<file path="src/verilog/adc_ctrl_defines.svh">
// register offsets, field positions, reset values and phase counts of the converter control
`ifndef ADC_CTRL_DEFINES_SVH
`define ADC_CTRL_DEFINES_SVH

// ****************************************
// register offsets
// ****************************************
`define ADDR_STATUS_CONTROL 2'h0
`define ADDR_RESULT_HIGH 2'h1
`define ADDR_RESULT_LOW 2'h2
`define ADDR_CONV_CONFIG 2'h3

// ****************************************
// field positions
// ****************************************
`define SC_DONE_BIT 7
`define SC_IRQ_EN_BIT 6
`define SC_CONT_BIT 5
`define SC_CHAN_HI 4
`define CFG_ASYNC_BIT 0
`define CFG_LONG_BIT 1
`define CFG_TEN_BIT 2
`define CFG_EXT_BIT 3
`define CFG_USED_HI 3

// ****************************************
// values
// ****************************************
`define CHANNEL_OFF 5'h1f
`define CHANNEL_RESET 5'h1f
`define BYTE_ZERO 8'h00
`define RESULT_RESET 10'h000
`define SAMPLE_SHORT_HALVES 6'h07
`define SAMPLE_LONG_HALVES 6'h2f
`define BIT_HALVES_LAST 6'h01
`define MSB_INDEX 4'h9
`define LSB_INDEX_TEN 4'h0
`define LSB_INDEX_EIGHT 4'h2
`define HALF_STEP_TEN 11'h001
`define HALF_STEP_EIGHT 11'h004

`endif

</file>
<file path="src/verilog/adc_ctrl_pkg.sv">
// types shared by the converter control
package adc_ctrl_pkg;

    typedef logic [1:0] reg_addr_t;
    typedef logic [7:0] reg_byte_t;
    typedef logic [10:0] dac_half_t;

    typedef enum logic [2:0] {
        st_idle,
        st_armed,
        st_sample,
        st_convert,
        st_transfer
    } conv_state_t;

endpackage : adc_ctrl_pkg

</file>
<file path="src/verilog/adc_lowpower_interrupt_control.sv">
// successive approximation converter control with flags, interrupt and low-power handling
//
// Implementation choices: the address-and-strobe port and the register addresses.
`timescale 1ns/1ps
`include "adc_ctrl_defines.svh"

module adc_lowpower_interrupt_control
    import adc_ctrl_pkg::*;
#(
    parameter int unsigned CONV_HALF_CYCLES = 63
) (
    // clock and reset
    input wire logic clk_in,
    input wire logic resetn_in,
    // register port
    input wire adc_ctrl_pkg::reg_addr_t addr_in,
    input wire adc_ctrl_pkg::reg_byte_t wdata_in,
    input wire logic wr_in,
    input wire logic rd_in,
    output adc_ctrl_pkg::reg_byte_t rdata_out,
    // processor power state
    input wire logic stop_mode_in,
    // analog front end
    input wire logic hw_trigger_in,
    input wire logic comparator_in,
    output adc_ctrl_pkg::dac_half_t dac_code_out,
    output logic sample_out,
    output logic [4:0] channel_out,
    output logic converter_active_out,
    // interrupt request
    output logic irq_out
);
    import adc_ctrl_pkg::*;

    // ****************************************
    // functions
    // ****************************************
    // threshold in half steps of the 10-bit grid; the half step offset gives rounding
    function automatic dac_half_t dac_threshold(input logic [9:0] trial, input logic ten);
        dac_half_t offset;
        offset = ten ? `HALF_STEP_TEN : `HALF_STEP_EIGHT;
        dac_threshold = dac_half_t'({trial, 1'b0} - offset);
    endfunction : dac_threshold

    function automatic logic is_access(input logic strobe, input reg_addr_t a,
                                       input reg_addr_t target);
        is_access = strobe && (a == target);
    endfunction : is_access

    // ****************************************
    // registers and internal signals
    // ****************************************
    conv_state_t state_reg;
    logic irq_enable_reg;
    logic continuous_reg;
    logic [4:0] channel_reg;
    logic async_clock_enable_reg;
    logic long_sample_reg;
    logic ten_bit_reg;
    logic ext_mode_reg;
    logic done_flag_reg;
    logic irq_reg;
    logic read_lock_reg;
    logic [9:0] result_reg;
    logic [9:0] trial_reg;
    logic [3:0] bit_idx_reg;
    logic [5:0] phase_reg;
    logic [15:0] div_reg;
    reg_byte_t rdata_reg;
    dac_half_t dac_reg;
    logic sample_reg;
    logic active_reg;
    logic trig_meta_reg;
    logic trig_sync_reg;
    logic trig_prev_reg;
    logic cmp_meta_reg;
    logic cmp_sync_reg;

    logic sc_write;
    logic cfg_write;
    logic low_read;
    logic high_read;
    logic stop_abort;
    logic trig_rise;
    logic half_tick;
    logic transfer_ok;
    logic [5:0] sample_last;
    logic [3:0] lsb_idx;
    logic chan_on_write;

    // ****************************************
    // decode
    // ****************************************
    assign sc_write = is_access(wr_in, addr_in, `ADDR_STATUS_CONTROL);
    assign cfg_write = is_access(wr_in, addr_in, `ADDR_CONV_CONFIG);
    assign low_read = is_access(rd_in, addr_in, `ADDR_RESULT_LOW);
    assign high_read = is_access(rd_in, addr_in, `ADDR_RESULT_HIGH);
    assign chan_on_write = (wdata_in[`SC_CHAN_HI:0] != `CHANNEL_OFF);
    assign stop_abort = stop_mode_in && !async_clock_enable_reg;
    assign trig_rise = trig_sync_reg && !trig_prev_reg;
    assign sample_last = long_sample_reg ? `SAMPLE_LONG_HALVES : `SAMPLE_SHORT_HALVES;
    assign lsb_idx = ten_bit_reg ? `LSB_INDEX_TEN : `LSB_INDEX_EIGHT;
    // converter clock runs whenever converting, stop included when async is on
    assign half_tick = (div_reg == 16'h0000);
    assign transfer_ok = (state_reg == st_transfer) && !read_lock_reg;

    // ****************************************
    // pin synchronisers
    // ****************************************
    always_ff @(posedge clk_in or negedge resetn_in) begin
        if (!resetn_in) begin
            trig_meta_reg <= 1'b0;
            trig_sync_reg <= 1'b0;
            trig_prev_reg <= 1'b0;
            cmp_meta_reg <= 1'b0;
            cmp_sync_reg <= 1'b0;
        end else begin
            trig_meta_reg <= hw_trigger_in;
            trig_sync_reg <= trig_meta_reg;
            trig_prev_reg <= trig_sync_reg;
            cmp_meta_reg <= comparator_in;
            cmp_sync_reg <= cmp_meta_reg;
        end
    end

    // ****************************************
    // converter clock divider
    // ****************************************
    // held at CONV_HALF_CYCLES - 1 while idle so that each phase starts on a full half period
    always_ff @(posedge clk_in or negedge resetn_in) begin
        if (!resetn_in) begin
            div_reg <= 16'h0000;
        end else if (sc_write || (state_reg != st_sample && state_reg != st_convert)) begin
            div_reg <= 16'(CONV_HALF_CYCLES - 1);
        end else if (half_tick) begin
            div_reg <= 16'(CONV_HALF_CYCLES - 1);
        end else begin
            div_reg <= div_reg - 16'h0001;
        end
    end

    // ****************************************
    // conversion sequencer
    // ****************************************
    always_ff @(posedge clk_in or negedge resetn_in) begin
        if (!resetn_in) begin
            state_reg <= st_idle;
            phase_reg <= 6'h00;
            bit_idx_reg <= `MSB_INDEX;
            trial_reg <= `RESULT_RESET;
        end else if (stop_abort) begin
            state_reg <= st_idle;
        end else if (sc_write) begin
            phase_reg <= 6'h00;
            if (!chan_on_write) begin
                state_reg <= st_idle;
            end else if (ext_mode_reg) begin
                state_reg <= st_armed;
            end else begin
                state_reg <= st_sample;
            end
        end else if (cfg_write) begin
            state_reg <= st_idle;
        end else begin
            case (state_reg)
                st_idle: begin
                    state_reg <= st_idle;
                end
                st_armed: begin
                    if (trig_rise) begin
                        state_reg <= st_sample;
                        phase_reg <= 6'h00;
                    end
                end
                st_sample: begin
                    if (half_tick) begin
                        if (phase_reg == sample_last - 6'h01) begin
                            state_reg <= st_convert;
                            phase_reg <= 6'h00;
                            bit_idx_reg <= `MSB_INDEX;
                            trial_reg <= 10'h200;
                        end else begin
                            phase_reg <= phase_reg + 6'h01;
                        end
                    end
                end
                st_convert: begin
                    if (half_tick) begin
                        if (phase_reg == `BIT_HALVES_LAST) begin
                            phase_reg <= 6'h00;
                            // successive halving keeps codes monotonic with none missing
                            if (bit_idx_reg == lsb_idx) begin
                                trial_reg[bit_idx_reg] <= cmp_sync_reg;
                                state_reg <= st_transfer;
                            end else begin
                                trial_reg[bit_idx_reg] <= cmp_sync_reg;
                                trial_reg[bit_idx_reg - 4'h1] <= 1'b1;
                                bit_idx_reg <= bit_idx_reg - 4'h1;
                            end
                        end else begin
                            phase_reg <= phase_reg + 6'h01;
                        end
                    end
                end
                st_transfer: begin
                    phase_reg <= 6'h00;
                    if (read_lock_reg || continuous_reg) begin
                        state_reg <= st_sample;
                    end else if (ext_mode_reg) begin
                        state_reg <= st_armed;
                    end else begin
                        state_reg <= st_idle;
                    end
                end
                default: begin
                    state_reg <= st_idle;
                end
            endcase
        end
    end

    // ****************************************
    // control registers
    // ****************************************
    always_ff @(posedge clk_in or negedge resetn_in) begin
        if (!resetn_in) begin
            irq_enable_reg <= 1'b0;
            continuous_reg <= 1'b0;
            channel_reg <= `CHANNEL_RESET;
        end else if (sc_write) begin
            irq_enable_reg <= wdata_in[`SC_IRQ_EN_BIT];
            continuous_reg <= wdata_in[`SC_CONT_BIT];
            channel_reg <= wdata_in[`SC_CHAN_HI:0];
        end
    end

    always_ff @(posedge clk_in or negedge resetn_in) begin
        if (!resetn_in) begin
            async_clock_enable_reg <= 1'b0;
            long_sample_reg <= 1'b0;
            ten_bit_reg <= 1'b0;
            ext_mode_reg <= 1'b0;
        end else if (cfg_write) begin
            async_clock_enable_reg <= wdata_in[`CFG_ASYNC_BIT];
            long_sample_reg <= wdata_in[`CFG_LONG_BIT];
            ten_bit_reg <= wdata_in[`CFG_TEN_BIT];
            ext_mode_reg <= wdata_in[`CFG_EXT_BIT];
        end
    end

    // ****************************************
    // result, flag and interrupt
    // ****************************************
    // only a finished transfer touches the result; aborts leave it alone
    always_ff @(posedge clk_in or negedge resetn_in) begin
        if (!resetn_in) begin
            result_reg <= `RESULT_RESET;
        end else if (transfer_ok) begin
            result_reg <= trial_reg;
        end
    end

    // half-read 10-bit result blocks the next transfer so high and low stay paired
    always_ff @(posedge clk_in or negedge resetn_in) begin
        if (!resetn_in) begin
            read_lock_reg <= 1'b0;
        end else if (low_read) begin
            read_lock_reg <= 1'b0;
        end else if (high_read && ten_bit_reg) begin
            read_lock_reg <= 1'b1;
        end
    end

    // set wins over a clear in the same cycle
    always_ff @(posedge clk_in or negedge resetn_in) begin
        if (!resetn_in) begin
            done_flag_reg <= 1'b0;
        end else if (transfer_ok) begin
            done_flag_reg <= 1'b1;
        end else if (sc_write || low_read) begin
            done_flag_reg <= 1'b0;
        end
    end

    always_ff @(posedge clk_in or negedge resetn_in) begin
        if (!resetn_in) begin
            irq_reg <= 1'b0;
        end else if (transfer_ok && irq_enable_reg) begin
            irq_reg <= 1'b1;
        end else if (sc_write || low_read || high_read) begin
            irq_reg <= 1'b0;
        end
    end

    // ****************************************
    // read port and analog outputs
    // ****************************************
    always_ff @(posedge clk_in or negedge resetn_in) begin
        if (!resetn_in) begin
            rdata_reg <= `BYTE_ZERO;
        end else if (rd_in) begin
            case (addr_in)
                `ADDR_STATUS_CONTROL: begin
                    rdata_reg <= {done_flag_reg, irq_enable_reg, continuous_reg, channel_reg};
                end
                `ADDR_RESULT_HIGH: begin
                    rdata_reg <= ten_bit_reg ? {6'h00, result_reg[9:8]} : `BYTE_ZERO;
                end
                `ADDR_RESULT_LOW: begin
                    rdata_reg <= ten_bit_reg ? result_reg[7:0] : result_reg[9:2];
                end
                `ADDR_CONV_CONFIG: begin
                    rdata_reg <= {4'h0, ext_mode_reg, ten_bit_reg, long_sample_reg,
                                  async_clock_enable_reg};
                end
                default: begin
                    rdata_reg <= `BYTE_ZERO;
                end
            endcase
        end else begin
            rdata_reg <= `BYTE_ZERO;
        end
    end

    // outputs lag the sequencer by one cycle; far below one converter clock
    always_ff @(posedge clk_in or negedge resetn_in) begin
        if (!resetn_in) begin
            dac_reg <= 11'h000;
            sample_reg <= 1'b0;
            active_reg <= 1'b0;
        end else begin
            dac_reg <= (state_reg == st_convert) ? dac_threshold(trial_reg, ten_bit_reg)
                                                 : 11'h000;
            sample_reg <= (state_reg == st_sample);
            active_reg <= (state_reg == st_sample) || (state_reg == st_convert) ||
                          (state_reg == st_transfer);
        end
    end

    assign rdata_out = rdata_reg;
    assign dac_code_out = dac_reg;
    assign sample_out = sample_reg;
    assign channel_out = channel_reg;
    assign converter_active_out = active_reg;
    assign irq_out = irq_reg;

endmodule : adc_lowpower_interrupt_control

</file>
<file path="config.mk">
export PLATFORM = sky130hd
export DESIGN_NAME = adc_lowpower_interrupt_control
export DESIGN_NICKNAME = d
export VERILOG_FILES = /design/src/verilog/adc_ctrl_pkg.sv /design/src/verilog/adc_lowpower_interrupt_control.sv
export VERILOG_INCLUDE_DIRS = /design/src /design/src/verilog
export SDC_FILE = /design/constraint.sdc
export NUM_CORES = 1
export LEC_CHECK = 0
export BUFFER_PORTS_ARGS = -buffer_cell sky130_fd_sc_hd__buf_2
export CELL_PAD_IN_SITES_DETAIL_PLACEMENT = 0
export CELL_PAD_IN_SITES_GLOBAL_PLACEMENT = 2
export CORE_MARGIN = 3
export CORE_UTILIZATION = 34
export CTS_CLUSTER_SIZE = 10
export DETAILED_ROUTE_END_ITERATION = 12
export PLACE_DENSITY = 0.78
export SYNTH_ARGS = -nofsm -noshare
export SYNTH_HDL_FRONTEND = slang
export SYNTH_SLANG_ARGS = --single-unit
</file>
<file path="constraint.sdc">
create_clock -name clk_in -period 2.4 [get_ports clk_in]
set_input_delay 0.12 -clock clk_in [delete_from_list [all_inputs] [get_ports clk_in]]
set_output_delay 0.12 -clock clk_in [all_outputs]
set_load 0.1 [all_outputs]
</file>
==> reports/metrics.cfg <==
[synthesis]
seq_area_frac_synth_pct = 47.6
synth_top_family_by_area = simple AND/OR/NAND/NOR gates
yosysWarnings = 0
yosys.area_share.simple_pct = 22.6
synth_nets = 502
synthAdderAreaFrac_pct = 3.73
synth.ff_latch_count = 89
async_flop_share_pct = 100
syn_area_um2 = 4700
synth_edf_count = 0
synth_xor_area_share_pct = 4.29
yosysUniqueCellTypes = 61
synthCells = 471
ys.flop_type = dfrtp_1
synth.area.mux_share_pct = 7.27
synth_compound_area_share_pct = 12.0
syn_avg_cell_area_um2 = 9.97

[sta]
min_period_ns = 2.24
whs_ns = 0.0985
worst_pin_slew_ns = 0.523
max_freq_ghz = 0.446
rsz0062_at_grt = false
setup_viol = 0
slew_headroom_pct = 64.9
fin_setup_tns_ns = 0
hold_viol = 0
fin_crit_sh_pct = 93.5
drv_slew = 0
finalClockSkew_ns = 0.00958

[detailed_routing]
firstDrtPassIters = 4
avgViaCountPerCell = 5.09
wl_per_cell_um = 15.4
drc = 0
vias = 3627
routed_wl_mm = 11.0
postRouteAntennaNets = 0
drt_iter0_drc = 192

[placement]
io_buffers = 42
gp_congestion = 0.821
dp_hpwl_mm = 7.82

[job]
drv_cap = 0

[floorplanning]
die_area_um2 = 15300
ioPinCount = 44
die_w_um = 124
die_y_um = 124
std_cell_rows = 42
core-area_um2 = 13400
start_util_pct = 35.0

[setup_path]
rr_worst_depth = 7
cp-start-kind = flip-flop
reg2reg_from = div_reg[0]
path_class = reg -> reg
reg2reg_slack_ns = 0.16
cp-end-kind = flip-flop
cp_cell_sequence = inv_1 -> ha_1 -> nor4b_4 -> nand4_4 -> a211o_4 -> or4_4 -> o211ai_2
required_ns = 2.67
path_max_fanout = 9
slowest_stage = or4_4
crit_start = div_reg[0]
critPathArrivalTime_ns = 2.51
critPathMaxStageDelay_ns = 0.52

[clock_network]
clock_sinks = 89
clk_pin_slew_worst_paths_ns = 0.07
htree_levels = 3
cts-buffers-inserted = 9
cts_max_path_buffers = 2
clk_latency_ns = 0.35
cts_root_buffer = clkbuf_16
cts_tree = done

[hold_path]
hp-start = rd_in
hold-path-cell-count = 2
hold_class = in -> reg

[global_route]
groute.layer.met2.usage_pct = 23.9
grt.overflow.total = 0
grt.total_usage_pct = 15.4
antenna_found_initial = 0
use_met1_pct = 21.0
grt_max_degree = 53
grt.busiest_layer = met2
grt_pass1_vias = 3583
grt_pass1_wl_mm = 18.1
gr-usage-met3_pct = 3.06

[finish]
largest_reg_flops = 16
areaGrowthSynthToFinish_pct = 19.2
nets = 562
nFillCells = 1325
drive_above_1_share_pct = 20.9
diodes = 0

[power_and_ir_drop]
power.leakage_nw = 2.58
power_density_nw_per_um2 = 696
ir_worst_vdd_v = 0.000363

[status]
status = finished clean

## placed cells by master (no fill, tap or decap), types with 5 or more instances in the layout
cell	count
inv_1	11
dfrtp_1	82
nand2_1	65
nor3_1	8
dfstp_2	7
nor2_1	41
nand3_1	13
or3_1	5
clkbuf_16	9
or4_1	5
xnor2_1	10
xor2_1	13
a21oi_1	15
ha_1	14
mux2i_1	15
nand2b_1	9
mux2_2	17
a211oi_1	5
nor3b_1	5
o21ai_0	29
dlygate4sd3_1	10
buf_2	41
nor2b_1	8
buf_4	16
nand3b_1	9
and3_1	7
## power by group
group	internal, mW	switching [mW]
logic	0.235	0.543
clock network	0.864	0.591
registers	1.59	0.0716
total	2.69	1.21
## layer usage
metal	vias to the layer above	routed length [um]
li1	1787	-
met1	1758	5390
met2	65	5030
met3	17	346
met4	0	214
met5	-	0
## metrics by stage
step           power [mW]  utilization [%]  setup slack, ns  std cells  cell area (um^2)
6_report             3.90             41.8            0.155        712              5600
2_1_floorplan        2.24                -            0.189        471              4700
4_1_cts              3.95             41.8            0.128        712              5600
3_5_place_dp         2.46             38.7            0.138        686              5190
3_3_place_gp         2.45             38.7            0.220        686              5190
5_1_grt              4.09             41.8           0.0247        712              5600
## final cells by class
class | count | area, um^2 | share of cell area, %
clock inverter | 4 | 51.3 | 0.917
clock buffer | 12 | 256 | 4.58
inverter | 11 | 41.3 | 0.738
multi-input combinational | 352 | 2350 | 41.9
tap | 176 | 220 | 3.93
sequential | 89 | 2240 | 40.0
timing repair buffer | 68 | 445 | 7.96
## what timing repair did
action	in CTS	in global routing
hold endpoints to repair	44	0
gates resized for setup	0	1
hold buffers	10	0
setup buffers	0	0
setup endpoints to repair	0	6
## Yosys cell counts, drive strengths merged (9+ instances only)
master	number	area (um^2)
nor2	41	154
xnor2	10	87.6
nand2b	9	56.3
mux2	17	191
dfrtp	82	2050
nand3	13	65.1
inv	11	41.3
o21ai	30	150
mux2i	15	150
clkbuf	17	63.8
nand3b	9	67.6
a21oi	15	75.1
xor2	13	114
nand2	65	244
ha	14	175
## worst max-delay path: cells and delay by family, from the launching register on
family                   cells  cell delay [ns]
AND/OR/NAND/NOR              3             1.02
AO/OA/AOI/OAI                2             0.51
flip-flops                   1             0.41
adder cells (fa/ha/maj)      1             0.16
buffers and inverters        1             0.07
## cell families after synthesis
kind of cell               count (synthesis)
AOI/OAI and AO/OA                         85
xor gates and xnor gates                  23
adders and majority gates                 14
buffers and inverters                     30
DFF                                       89
muxes                                     32
and+or+nand+nor                          198
## worst paths after layout
kind | end
min in group asynchronous | phase_reg[3]
max reg2reg | phase_reg[3]
min reg2reg | trig_sync_reg
min | rdata_out[3]
max | phase_reg[3]
max in group asynchronous | channel_out[2]
No activity file was read; power rests on OpenSTA's default activity.
